===== config.mk =====
export PLATFORM = sky130hd
export DESIGN_NAME = master_mode_interrupt_prioritizer
export DESIGN_NICKNAME = d
export VERILOG_FILES = /design/src/rtl/icu_pkg.sv /design/src/rtl/icu_arb_if.sv /design/src/rtl/master_mode_interrupt_prioritizer.sv /design/src/rtl/ext_pin_sync.sv /design/src/rtl/icu_resolver.sv
export SDC_FILE = /design/constraint.sdc
export NUM_CORES = 1
export LEC_CHECK = 0
export BUFFER_PORTS_ARGS = -buffer_cell sky130_fd_sc_hd__clkbuf_2
export CAP_MARGIN = 20
export CORE_ASPECT_RATIO = 1.1
export CORE_UTILIZATION = 64
export CTS_BUF_LIST = sky130_fd_sc_hd__clkbuf_4 sky130_fd_sc_hd__clkbuf_8
export CTS_CLUSTER_SIZE = 16
export DETAILED_ROUTE_END_ITERATION = 7
export PLACE_DENSITY = 0.89
export RECOVER_POWER = 50
export REMOVE_ABC_BUFFERS = 1
export SYNTH_ARGS = -nofsm -noshare
export SYNTH_HDL_FRONTEND = slang
export SYNTH_HIERARCHICAL = 1
export SYNTH_SLANG_ARGS = --single-unit
export TNS_END_PERCENT = 1

===== constraint.sdc =====
create_clock -name core_clk -period 25.1 [get_ports core_clk]
set_input_delay 6.275 -clock core_clk [delete_from_list [all_inputs] [get_ports core_clk]]
set_output_delay 6.275 -clock core_clk [all_outputs]
set_load 0.02 [all_outputs]

===== src/rtl/icu_pkg.sv =====
// Constants shared by the interrupt prioritizer and its helpers.
// Assumes a single core_clk domain and word-aligned Avalon-MM offsets.
package icu_pkg;

   // ----------------------------------------------------------------
   // Source indices
   // ----------------------------------------------------------------
   localparam int NUM_SRC = 7;
   localparam int NUM_TMR = 3;
   localparam int NUM_EXT = 4;
   localparam logic [2:0] SRC_TMR = 3'h0;
   localparam logic [2:0] SRC_DMA_CHANNEL_ZERO = 3'h1;
   localparam logic [2:0] SRC_DMA_CHANNEL_ONE = 3'h2;
   localparam logic [2:0] SRC_EXT0 = 3'h3;

   // ----------------------------------------------------------------
   // Reset values
   // ----------------------------------------------------------------
   localparam logic [20:0] DEF_LEVELS = {3'h6, 3'h5, 3'h4, 3'h3, 3'h2,
                                         3'h1, 3'h0};
   localparam logic [2:0] DEF_THRESHOLD = 3'h7;
   localparam logic [6:0] DEF_MASK = 7'h00;

   // ----------------------------------------------------------------
   // Fixed interrupt types
   // ----------------------------------------------------------------
   localparam logic [7:0] TYPE_TMR0 = 8'h08;
   localparam logic [7:0] TYPE_TMR1 = 8'h12;
   localparam logic [7:0] TYPE_TMR2 = 8'h13;
   localparam logic [7:0] TYPE_DMA_CHANNEL_ZERO = 8'h0A;
   localparam logic [7:0] TYPE_DMA_CHANNEL_ONE = 8'h0B;
   localparam logic [7:0] TYPE_EXT0 = 8'h0C;
   localparam logic [7:0] TYPE_SPURIOUS = 8'h07;

   // ----------------------------------------------------------------
   // Register byte offsets and fields
   // ----------------------------------------------------------------
   localparam logic [7:0] OFS_CTRL0 = 8'h00;
   localparam logic [7:0] OFS_MASK = 8'h1C;
   localparam logic [7:0] OFS_THRESH = 8'h20;
   localparam logic [7:0] OFS_REQUEST = 8'h24;
   localparam logic [7:0] OFS_INSERV = 8'h28;
   localparam logic [7:0] OFS_TSTAT = 8'h2C;
   localparam logic [7:0] OFS_EOS = 8'h30;
   localparam int CTRL_MASK_BIT = 3;

endpackage


===== src/rtl/icu_arb_if.sv =====
// Carrier between the register core and the priority resolver.
// Assumes both ends run on the same clock.
`timescale 1ns/1ps
interface icu_arb_if;
   logic [6:0] pending;
   logic [6:0] mask;
   logic [6:0] in_service;
   logic [20:0] levels;
   logic [2:0] threshold;
   logic win_valid;
   logic [2:0] win_idx;

   modport core (output pending, mask, in_service, levels, threshold,
                 input win_valid, win_idx);
   modport resolver (input pending, mask, in_service, levels, threshold,
                     output win_valid, win_idx);
endinterface


===== src/rtl/master_mode_interrupt_prioritizer.sv =====
// Master-mode interrupt prioritizer with Avalon-MM register slave.
// Assumes timer and DMA events are one-cycle pulses on core_clk,
// external pins are asynchronous, and the core acks with a pulse.
//
// Behaviour
// - Every source has level zero through seven.
// - Reset levels timer0 dma_channel_one 2 pins 3-6.
// - Timers share level; timer0 beats 1 beats 2.
// - Each source level programmable, may be shared.
// - Equal levels broken by fixed source order.
// - Threshold blocks less urgent sources, resets seven.
// - First detected event sets pending request bit.
// - Request only unmasked, permitted, unserviced, urgent enough.
// - Acknowledge returns type of current most urgent.
// - Acknowledge clears pending, sets in-service bit.
// - In-service source not serviced again until cleared.
// - No preemption of a more urgent in-service.
// - Timer event sets status bit and shared request.
// - Shared ack serves first timer; request stays if others.
// - Each timer delivers its own type.
// - Timer in service holds other timers pending.
// - External pin zero returns type twelve.
// - Rising edge on a pin sets pending.
// - Mask bit per source disables it independently.
// - Types fixed: 8,18,19,10,11,12 to 15.
`timescale 1ns/1ps
module master_mode_interrupt_prioritizer (
   // Clock and reset
   input wire logic core_clk,
   input wire logic reset,
   // Interrupt sources
   input wire logic [2:0] timer_evt,
   input wire logic dma_channel_zero,
   input wire logic dma_channel_one,
   input wire logic ext_irq_pin_zero,
   input wire logic ext_irq_pin_one,
   input wire logic ext_irq_pin_two,
   input wire logic ext_irq_pin_three,
   // Processor core
   input wire logic irq_ack,
   output logic irq_req,
   output logic [7:0] irq_type,
   output logic irq_type_valid,
   // Avalon-MM slave
   input wire logic [7:0] avs_address,
   input wire logic avs_read,
   input wire logic avs_write,
   input wire logic [3:0] avs_byteenable,
   input wire logic [31:0] avs_writedata,
   output logic [31:0] avs_readdata,
   output logic avs_waitrequest
);
   // ----------------------------------------------------------------
   // State
   // ----------------------------------------------------------------
   logic [20:0] levels;
   logic [6:0] mask;
   logic [2:0] threshold;
   logic [6:0] pending;
   logic [6:1] pend_hi;
   logic [6:0] in_service;
   logic [2:0] timer_status;
   logic [3:0] ext_rise;
   logic [6:0] set_req;
   logic [6:0] clr_req;
   logic [6:0] set_isr;
   logic [6:0] clr_isr;
   logic [2:0] tmr_clear;
   logic [2:0] tmr_pick;
   logic [7:0] next_type;
   logic take_ack;
   logic bus_req;
   logic wr_go;
   logic [7:0] reg_ofs;
   logic [31:0] next_readdata;
   logic [2:0] eos_idx;
   logic eos_go;
   logic [6:0] request_view;

   icu_arb_if arb ();

   // ----------------------------------------------------------------
   // Helpers
   // ----------------------------------------------------------------
   ext_pin_sync #(
      .WIDTH(icu_pkg::NUM_EXT)
   ) u_pins (
      .core_clk(core_clk),
      .reset(reset),
      .pin({ext_irq_pin_three, ext_irq_pin_two, ext_irq_pin_one,
            ext_irq_pin_zero}),
      .rise(ext_rise)
   );

   icu_resolver u_resolver (
      .arb(arb)
   );

   // Resolver inputs
   assign arb.pending = pending;
   assign arb.mask = mask;
   assign arb.in_service = in_service;
   assign arb.levels = levels;
   assign arb.threshold = threshold;

   // ----------------------------------------------------------------
   // Bus decode
   // ----------------------------------------------------------------
   // Word-aligned offset and request strobes
   assign reg_ofs = {avs_address[7:2], 2'b00};
   assign bus_req = (avs_read || avs_write) && avs_waitrequest;
   assign wr_go = avs_write && !avs_waitrequest && avs_byteenable[0];
   assign eos_go = wr_go && reg_ofs == icu_pkg::OFS_EOS;
   assign eos_idx = avs_writedata[2:0];

   // One wait state per access
   always_ff @(posedge core_clk) begin
      if (reset) begin
         avs_waitrequest <= 1'b1;
      end else begin
         avs_waitrequest <= !bus_req;
      end
   end

   // Level and mask storage, mask shared with control words
   always_ff @(posedge core_clk) begin
      if (reset) begin
         levels <= icu_pkg::DEF_LEVELS;
         mask <= icu_pkg::DEF_MASK;
         threshold <= icu_pkg::DEF_THRESHOLD;
      end else if (wr_go) begin
         for (int i = 0; i < icu_pkg::NUM_SRC; i++) begin
            if (reg_ofs == icu_pkg::OFS_CTRL0 + 8'(4*i)) begin
               levels[3*i +: 3] <= avs_writedata[2:0];
               mask[i] <= avs_writedata[icu_pkg::CTRL_MASK_BIT];
            end
         end
         if (reg_ofs == icu_pkg::OFS_MASK) begin
            mask <= avs_writedata[6:0];
         end
         if (reg_ofs == icu_pkg::OFS_THRESH) begin
            threshold <= avs_writedata[2:0];
         end
      end
   end

   // Read mux
   assign request_view = {pending[6:1], |timer_status};
   always_comb begin
      next_readdata = 32'h0000_0000;
      for (int i = 0; i < icu_pkg::NUM_SRC; i++) begin
         if (reg_ofs == icu_pkg::OFS_CTRL0 + 8'(4*i)) begin
            next_readdata = {28'h000_0000, mask[i], levels[3*i +: 3]};
         end
      end
      case (reg_ofs)
         icu_pkg::OFS_MASK: next_readdata = {25'h000_0000, mask};
         icu_pkg::OFS_THRESH: next_readdata = {29'h0000_0000, threshold};
         icu_pkg::OFS_REQUEST: next_readdata = {25'h000_0000, request_view};
         icu_pkg::OFS_INSERV: next_readdata = {25'h000_0000, in_service};
         icu_pkg::OFS_TSTAT: next_readdata = {29'h0000_0000, timer_status};
         default: ;
      endcase
   end

   // Read data held for the accepting edge
   always_ff @(posedge core_clk) begin
      if (reset) begin
         avs_readdata <= 32'h0000_0000;
      end else if (bus_req && avs_read) begin
         avs_readdata <= next_readdata;
      end
   end

   // ----------------------------------------------------------------
   // Acknowledge handling
   // ----------------------------------------------------------------
   assign take_ack = irq_ack && arb.win_valid;

   // First pending timer at the moment of acknowledge
   always_comb begin
      tmr_pick = 3'b000;
      if (timer_status[0]) begin
         tmr_pick = 3'b001;
      end else if (timer_status[1]) begin
         tmr_pick = 3'b010;
      end else if (timer_status[2]) begin
         tmr_pick = 3'b100;
      end
   end

   // Fixed type of the winner
   always_comb begin
      next_type = icu_pkg::TYPE_SPURIOUS;
      if (arb.win_valid) begin
         case (arb.win_idx)
            icu_pkg::SRC_TMR: begin
               if (tmr_pick[0]) next_type = icu_pkg::TYPE_TMR0;
               else if (tmr_pick[1]) next_type = icu_pkg::TYPE_TMR1;
               else next_type = icu_pkg::TYPE_TMR2;
            end
            icu_pkg::SRC_DMA_CHANNEL_ZERO: next_type = icu_pkg::TYPE_DMA_CHANNEL_ZERO;
            icu_pkg::SRC_DMA_CHANNEL_ONE: next_type = icu_pkg::TYPE_DMA_CHANNEL_ONE;
            default: begin
               next_type = icu_pkg::TYPE_EXT0 +
                  8'(arb.win_idx - icu_pkg::SRC_EXT0);
            end
         endcase
      end
   end

   // Set and clear terms
   always_comb begin
      set_req = {ext_rise, dma_channel_one, dma_channel_zero, 1'b0};
      clr_req = 7'h00;
      set_isr = 7'h00;
      clr_isr = 7'h00;
      tmr_clear = 3'b000;
      if (take_ack) begin
         clr_req[arb.win_idx] = 1'b1;
         set_isr[arb.win_idx] = 1'b1;
         if (arb.win_idx == icu_pkg::SRC_TMR) begin
            tmr_clear = tmr_pick;
         end
      end
      if (eos_go && eos_idx < 3'(icu_pkg::NUM_SRC)) begin
         clr_isr[eos_idx] = 1'b1;
      end
   end

   // Pending requests, set beats clear
   always_ff @(posedge core_clk) begin
      if (reset) begin
         pend_hi <= 6'h00;
      end else begin
         pend_hi <= (pend_hi & ~clr_req[6:1]) | set_req[6:1];
      end
   end

   // Second-level timer status, set beats clear
   always_ff @(posedge core_clk) begin
      if (reset) begin
         timer_status <= 3'b000;
      end else begin
         timer_status <= (timer_status & ~tmr_clear) | timer_evt;
      end
   end

   // Shared timer request follows any status bit
   assign pending = {pend_hi, |timer_status};

   // In-service tracking, set beats clear
   always_ff @(posedge core_clk) begin
      if (reset) begin
         in_service <= 7'h00;
      end else begin
         in_service <= (in_service & ~clr_isr) | set_isr;
      end
   end

   // Request and type towards the core
   always_ff @(posedge core_clk) begin
      if (reset) begin
         irq_req <= 1'b0;
         irq_type <= 8'h00;
         irq_type_valid <= 1'b0;
      end else begin
         irq_req <= arb.win_valid && !irq_ack;
         irq_type_valid <= irq_ack;
         if (irq_ack) begin
            irq_type <= next_type;
         end
      end
   end

   // ----------------------------------------------------------------
   // Assertions
   // ----------------------------------------------------------------
   logic [2:0] lvl_win;
   assign lvl_win = levels[3*arb.win_idx +: 3];

   a_reset_levels: assert property (@(posedge core_clk)
      $fell(reset) |-> levels == icu_pkg::DEF_LEVELS
         && threshold == 3'h7)
      else $error("levels not at defaults after reset");

   a_threshold_gate: assert property (@(posedge core_clk)
      disable iff (reset) arb.win_valid |-> lvl_win <= threshold)
      else $error("winner less urgent than threshold");

   a_mask_gate: assert property (@(posedge core_clk)
      disable iff (reset) arb.win_valid |-> !mask[arb.win_idx])
      else $error("masked source won");

   a_no_self_nest: assert property (@(posedge core_clk)
      disable iff (reset) arb.win_valid |-> !in_service[arb.win_idx])
      else $error("in-service source won again");

   a_ack_marks_isr: assert property (@(posedge core_clk)
      disable iff (reset) take_ack |=> in_service[$past(arb.win_idx)])
      else $error("acknowledge did not set in-service");

   a_ext0_type: assert property (@(posedge core_clk)
      disable iff (reset) take_ack && arb.win_idx == icu_pkg::SRC_EXT0
         |=> irq_type_valid && irq_type == 8'h0C)
      else $error("pin zero type wrong");

   a_edge_pending: assert property (@(posedge core_clk)
      disable iff (reset) ext_rise[0] |=> pending[3])
      else $error("rising edge lost");

   a_req_follows: assert property (@(posedge core_clk)
      disable iff (reset) !arb.win_valid |=> !irq_req)
      else $error("request without qualifying source");

   a_timer_keep: assert property (@(posedge core_clk)
      disable iff (reset) take_ack && arb.win_idx == icu_pkg::SRC_TMR
         && timer_status[0] && timer_status[1] |=> pending[0]
         && !timer_status[0])
      else $error("shared timer request dropped early");

   a_bus_answer: assert property (@(posedge core_clk)
      disable iff (reset) bus_req |=> !avs_waitrequest ##1 avs_waitrequest)
      else $error("bus answer not one wait state");

   // Most urgent in-service level, worked out apart from the resolver
   logic [2:0] isr_top;
   always_comb begin
      isr_top = 3'h7;
      for (int i = 0; i < icu_pkg::NUM_SRC; i++) begin
         if (in_service[i] && levels[3*i +: 3] < isr_top) begin
            isr_top = levels[3*i +: 3];
         end
      end
   end

   a_no_preempt: assert property (@(posedge core_clk)
      disable iff (reset) arb.win_valid |-> lvl_win <= isr_top)
      else $error("winner preempts a more urgent in-service source");

   a_ack_clears_req: assert property (@(posedge core_clk)
      disable iff (reset) take_ack && arb.win_idx != icu_pkg::SRC_TMR
         && !set_req[arb.win_idx] |=> !pending[$past(arb.win_idx)])
      else $error("acknowledge left request pending");

   a_timer_type: assert property (@(posedge core_clk)
      disable iff (reset) take_ack && arb.win_idx == icu_pkg::SRC_TMR
         && tmr_pick[1] |=> irq_type == icu_pkg::TYPE_TMR1)
      else $error("timer one type wrong");

   a_eos_clears: assert property (@(posedge core_clk)
      disable iff (reset) eos_go && eos_idx < 3'h7 && !set_isr[eos_idx]
         |=> !in_service[$past(eos_idx)])
      else $error("end-of-service left bit set");
endmodule // master_mode_interrupt_prioritizer


===== src/rtl/ext_pin_sync.sv =====
// Two-stage synchroniser with rising-edge pulse per pin.
// Assumes pins are asynchronous to core_clk.
`timescale 1ns/1ps
module ext_pin_sync #(
   parameter int WIDTH = 4
) (
   // Clock and reset
   input wire logic core_clk,
   input wire logic reset,
   // Pins in, pulses out
   input wire logic [WIDTH-1:0] pin,
   output logic [WIDTH-1:0] rise
);
   logic [WIDTH-1:0] meta;
   logic [WIDTH-1:0] stable;
   logic [WIDTH-1:0] last;

   // Refuse an empty pin group
   if (WIDTH < 1) begin : g_bad_width
      $error("ext_pin_sync: WIDTH must be positive");
   end

   // Synchroniser and edge history
   always_ff @(posedge core_clk) begin
      if (reset) begin
         meta <= '0;
         stable <= '0;
         last <= '0;
      end else begin
         meta <= pin;
         stable <= meta;
         last <= stable;
      end
   end

   // Low-to-high detection on the settled level
   assign rise = stable & ~last;
endmodule // ext_pin_sync


===== src/rtl/icu_resolver.sv =====
// Picks the most urgent qualifying source.
// Assumes combinational use inside one clock domain.
`timescale 1ns/1ps
module icu_resolver (
   // Arbitration carrier
   icu_arb_if.resolver arb
);
   logic [2:0] lvl [icu_pkg::NUM_SRC];
   logic [2:0] min_isr;
   logic any_isr;
   logic [6:0] qual;
   logic [2:0] best_lvl;

   // Unpack levels
   always_comb begin
      for (int i = 0; i < icu_pkg::NUM_SRC; i++) begin
         lvl[i] = arb.levels[3*i +: 3];
      end
   end

   // Most urgent level in service
   always_comb begin
      min_isr = 3'h7;
      any_isr = 1'b0;
      for (int i = 0; i < icu_pkg::NUM_SRC; i++) begin
         if (arb.in_service[i] && lvl[i] <= min_isr) begin
            min_isr = lvl[i];
            any_isr = 1'b1;
         end
      end
   end

   // Qualification per source
   always_comb begin
      for (int i = 0; i < icu_pkg::NUM_SRC; i++) begin
         qual[i] = arb.pending[i] && !arb.mask[i]
            && lvl[i] <= arb.threshold
            && !arb.in_service[i]
            && (!any_isr || lvl[i] <= min_isr);
      end
   end

   // Lowest level wins, lowest index breaks ties
   always_comb begin
      arb.win_valid = 1'b0;
      arb.win_idx = 3'h0;
      best_lvl = 3'h7;
      for (int i = 0; i < icu_pkg::NUM_SRC; i++) begin
         if (qual[i] && (!arb.win_valid || lvl[i] < best_lvl)) begin
            arb.win_valid = 1'b1;
            arb.win_idx = 3'(i);
            best_lvl = lvl[i];
         end
      end
   end
endmodule // icu_resolver


==> reports/results.txt <==
clk_skew = 0.0152 ns
Port Buf Inserts = 42
crit-path max cell delay = 0.60 ns
Peak VDD IR = 53.0 uV
Worst-path clk slew = 0.10 ns
Highest Clock Rate = 52.6 MHz
WP buf/inv = 4
worst flop-to-flop path startpoint = arb.in_service[0]$_SDFF_PP0_
grt ovf = 0
filler cell count = 779
CP Max Fanout = 10
Setup Buffers After CTS = 0
commonest non-fill, non-tap cell in the layout = nor2_1
Fin Setup TNS = 0 ns
initial antenna violation count = 0
Psw = 259 uW
CP arrival = 19.13 ns
Setup WS pre-CTS = 6.71 ns
Crit path max-delay family = compound AO/OA/AOI/OAI gates
post-synthesis sequential area ratio = 0.235
share of layout cells above drive strength 1 = 0.134
core area = 9440 um^2
post-cts resize count = 0
CP most frequent cell = nor2_1
# rows = 37
Leak = 0.00289 uW
I/O pin total = 101
Pwr Total = 560 uW
CTS tree = done
Worst Max-Slew Pin Slew = 2.83 ns
Worst Setup SP = arb.in_service[0]$_SDFF_PP0_
Post-synth EDFFs = 0
slowest CP cell = dfxtp_1
most frequent cells in the layout = nor2_1 (80), dfxtp_1 (74), nand2_1 (57), a21oi_1 (54), ha_1 (47)
Clk pwr share = 0.196
# nets final = 914
fin util = 0.701
ANT cells = 0
Final Hold Viols = 0
first-pass iteration count of the detailed router = 6
Hold Path Class = reg2reg
worst path required time = 25.22 ns
clock latency on the worst-skew pair = 0.37 ns
via/cell ratio = 6.87
maximum number of pins on one net before global-route repair = 57
H-Tree Depth = 3
Pint = 301 uW
DRC errors left = 0
hpwl dp = 13600 um
crit path time final = 19.01 ns
first-iteration detailed-routing DRC count = 624
post-route ant nets = 0
Sw Ratio = 0.463
clk root buf = clkbuf_8
final period utilization = 0.757
Routed WL per cell = 19.7 um
RSZ-0062 raised after global routing = no
Crit. End Element = flop
fin worst setup slack = 6.09 ns
Initial Utilization = 0.668
post-synthesis cell count = 784
cts hold-fix bufs = 0
Hold Startpoint = u_pins/meta[0]$_SDFF_PP0_
routed via count = 6398
Final setup viols = 0
vias in the first global route = 6086
GRT Util Overall = 0.351
syn_area_per_cell = 8.04 um^2
Seq pwr share = 0.247
Top FF cell, synth = dfxtp_1
synthesized area = 6300 um^2
Chip Width = 96.6 um
pwr/cell area = 84.6 nW/um^2
Final Max Tran Viols = 57
CTS Buf Count = 9
violated checks = max-capacitance violations, max-slew violations
#FFs+latches synth = 74
share of flip-flops with an asynchronous set or reset = 0
Max Cap Viol = 1
Rel. slew slack = -0.889
GPL Wtd Cong = 0.945
status = complete, but fails checks
Setup CP Type = reg2reg
FF-to-FF setup slack = 6.09 ns
Post-Route WL = 18300 um
clock sink total = 74
Layout area overhead = 5.04%
Die ar. = 10300 um^2
Max clock buf depth = 2
Logic pwr share = 0.557
Syn. warnings = 6
post-synth cell types = 101
DIE HEIGHT = 106 um
first-pass GRT wire length = 29300 um
CP Launch Type = flop
[final cells by class]
class	instances	area (um^2)	share of cell area
multi-input combinational	648	4440	0.671
sequential	74	1480	0.224
timing repair buffer	44	203	0.0306
tap	117	146	0.0221
clock buffer	9	124	0.0187
inverter	32	120	0.0181
clock inverter	7	108	0.0162
[kinds of logic after synthesis]
kind of cell             synth area share
other                            0.000595
flip-flops                          0.235
AND/OR/NAND/NOR                     0.259
AO/OA/AOI/OAI                       0.287
XOR/XNOR                          0.00139
multiplexers                       0.0407
buffers and inverters              0.0768
adder cells (fa/ha/maj)            0.0996
[power by group through the flow]
| stage | sequential, uW | clock (uW) | combinational [uW] |
|---|---|---|---|
| CTS | 138 | 109 | 304 |
| finish | 138 | 110 | 312 |
| detailed placement | 141 | 0 | 302 |
| global placement | 140 | 0 | 288 |
| global route | 139 | 115 | 343 |
| floorplan | 140 | 0 | 231 |
[routing by layer]
metal	wire length (um)	track usage	vias to the layer above
met5	0	0	-
met4	1090	0.209	0
met3	1520	0.0493	105
met2	8640	0.605	406
met1	7050	0.414	2964
li1	-	-	2923
[state kept, by name (all words and copies together) (netlist names)]
| name | flops |
|---|---|
| avs_waitrequest | 1 |
| u_pins/last | 4 |
| pend_hi | 6 |
| timer_status | 3 |
| arb.threshold | 3 |
| arb.mask | 7 |
| u_pins/meta | 4 |
| irq_type | 5 |
| u_pins/stable | 4 |
| arb.levels | 21 |
| irq_req | 1 |
| arb.in_service | 7 |
| irq_type_valid | 1 |
| avs_readdata | 7 |
[through the flow]
step | hold WS [ns] | area (um^2) | std cells
3_5_place_dp | 0.444 | 6410 | 915
5_1_grt | 0.476 | 6620 | 931
3_3_place_gp | 0.416 | 6410 | 915
6_report | 0.458 | 6620 | 931
2_1_floorplan | 0.415 | 6040 | 754
4_1_cts | 0.466 | 6650 | 931
[worst reg2reg max path: cells and delay by family (launching register included)]
| kind | cells | cell delay [ns] |
|---|---|---|
| AO/OA/AOI/OAI | 41 | 8.73 |
| AND/OR/NAND/NOR | 28 | 4.15 |
| adder cells (fa/ha/maj) | 14 | 3.92 |
| multiplexers | 3 | 0.85 |
| flip-flops | 1 | 0.60 |
| buffers and inverters | 4 | 0.55 |
[synthesized netlist by cell type, drive strengths merged (10+ instances only)]
cell | instances | area, um^2
o211ai | 11 | 106
nor2 | 81 | 307
o21ai | 49 | 249
o21a | 10 | 75.1
a21o | 13 | 98.9
nand2b | 17 | 114
a31oi | 23 | 178
a211oi | 10 | 80.1
clkbuf | 20 | 85.1
nand2 | 58 | 220
ha | 47 | 588
dfxtp | 74 | 1480
buf | 37 | 279
o22ai | 13 | 81.3
nor2b | 22 | 173
mux2i | 23 | 230
a22oi | 10 | 75.1
nor3 | 20 | 105
a21oi | 54 | 270
nand3 | 27 | 140
and3 | 10 | 66.3
inv | 32 | 120
[final timing paths]
kind                                                    end  cells after the start
worst max-delay path               irq_type[1]$_SDFFE_PP0P_                     90
worst max register to register     irq_type[1]$_SDFFE_PP0P_                     90
worst min register to register  u_pins/stable[0]$_SDFF_PP0_                      1
worst min-delay path            u_pins/stable[0]$_SDFF_PP0_                      1
Power figures use the tool's default switching activity.
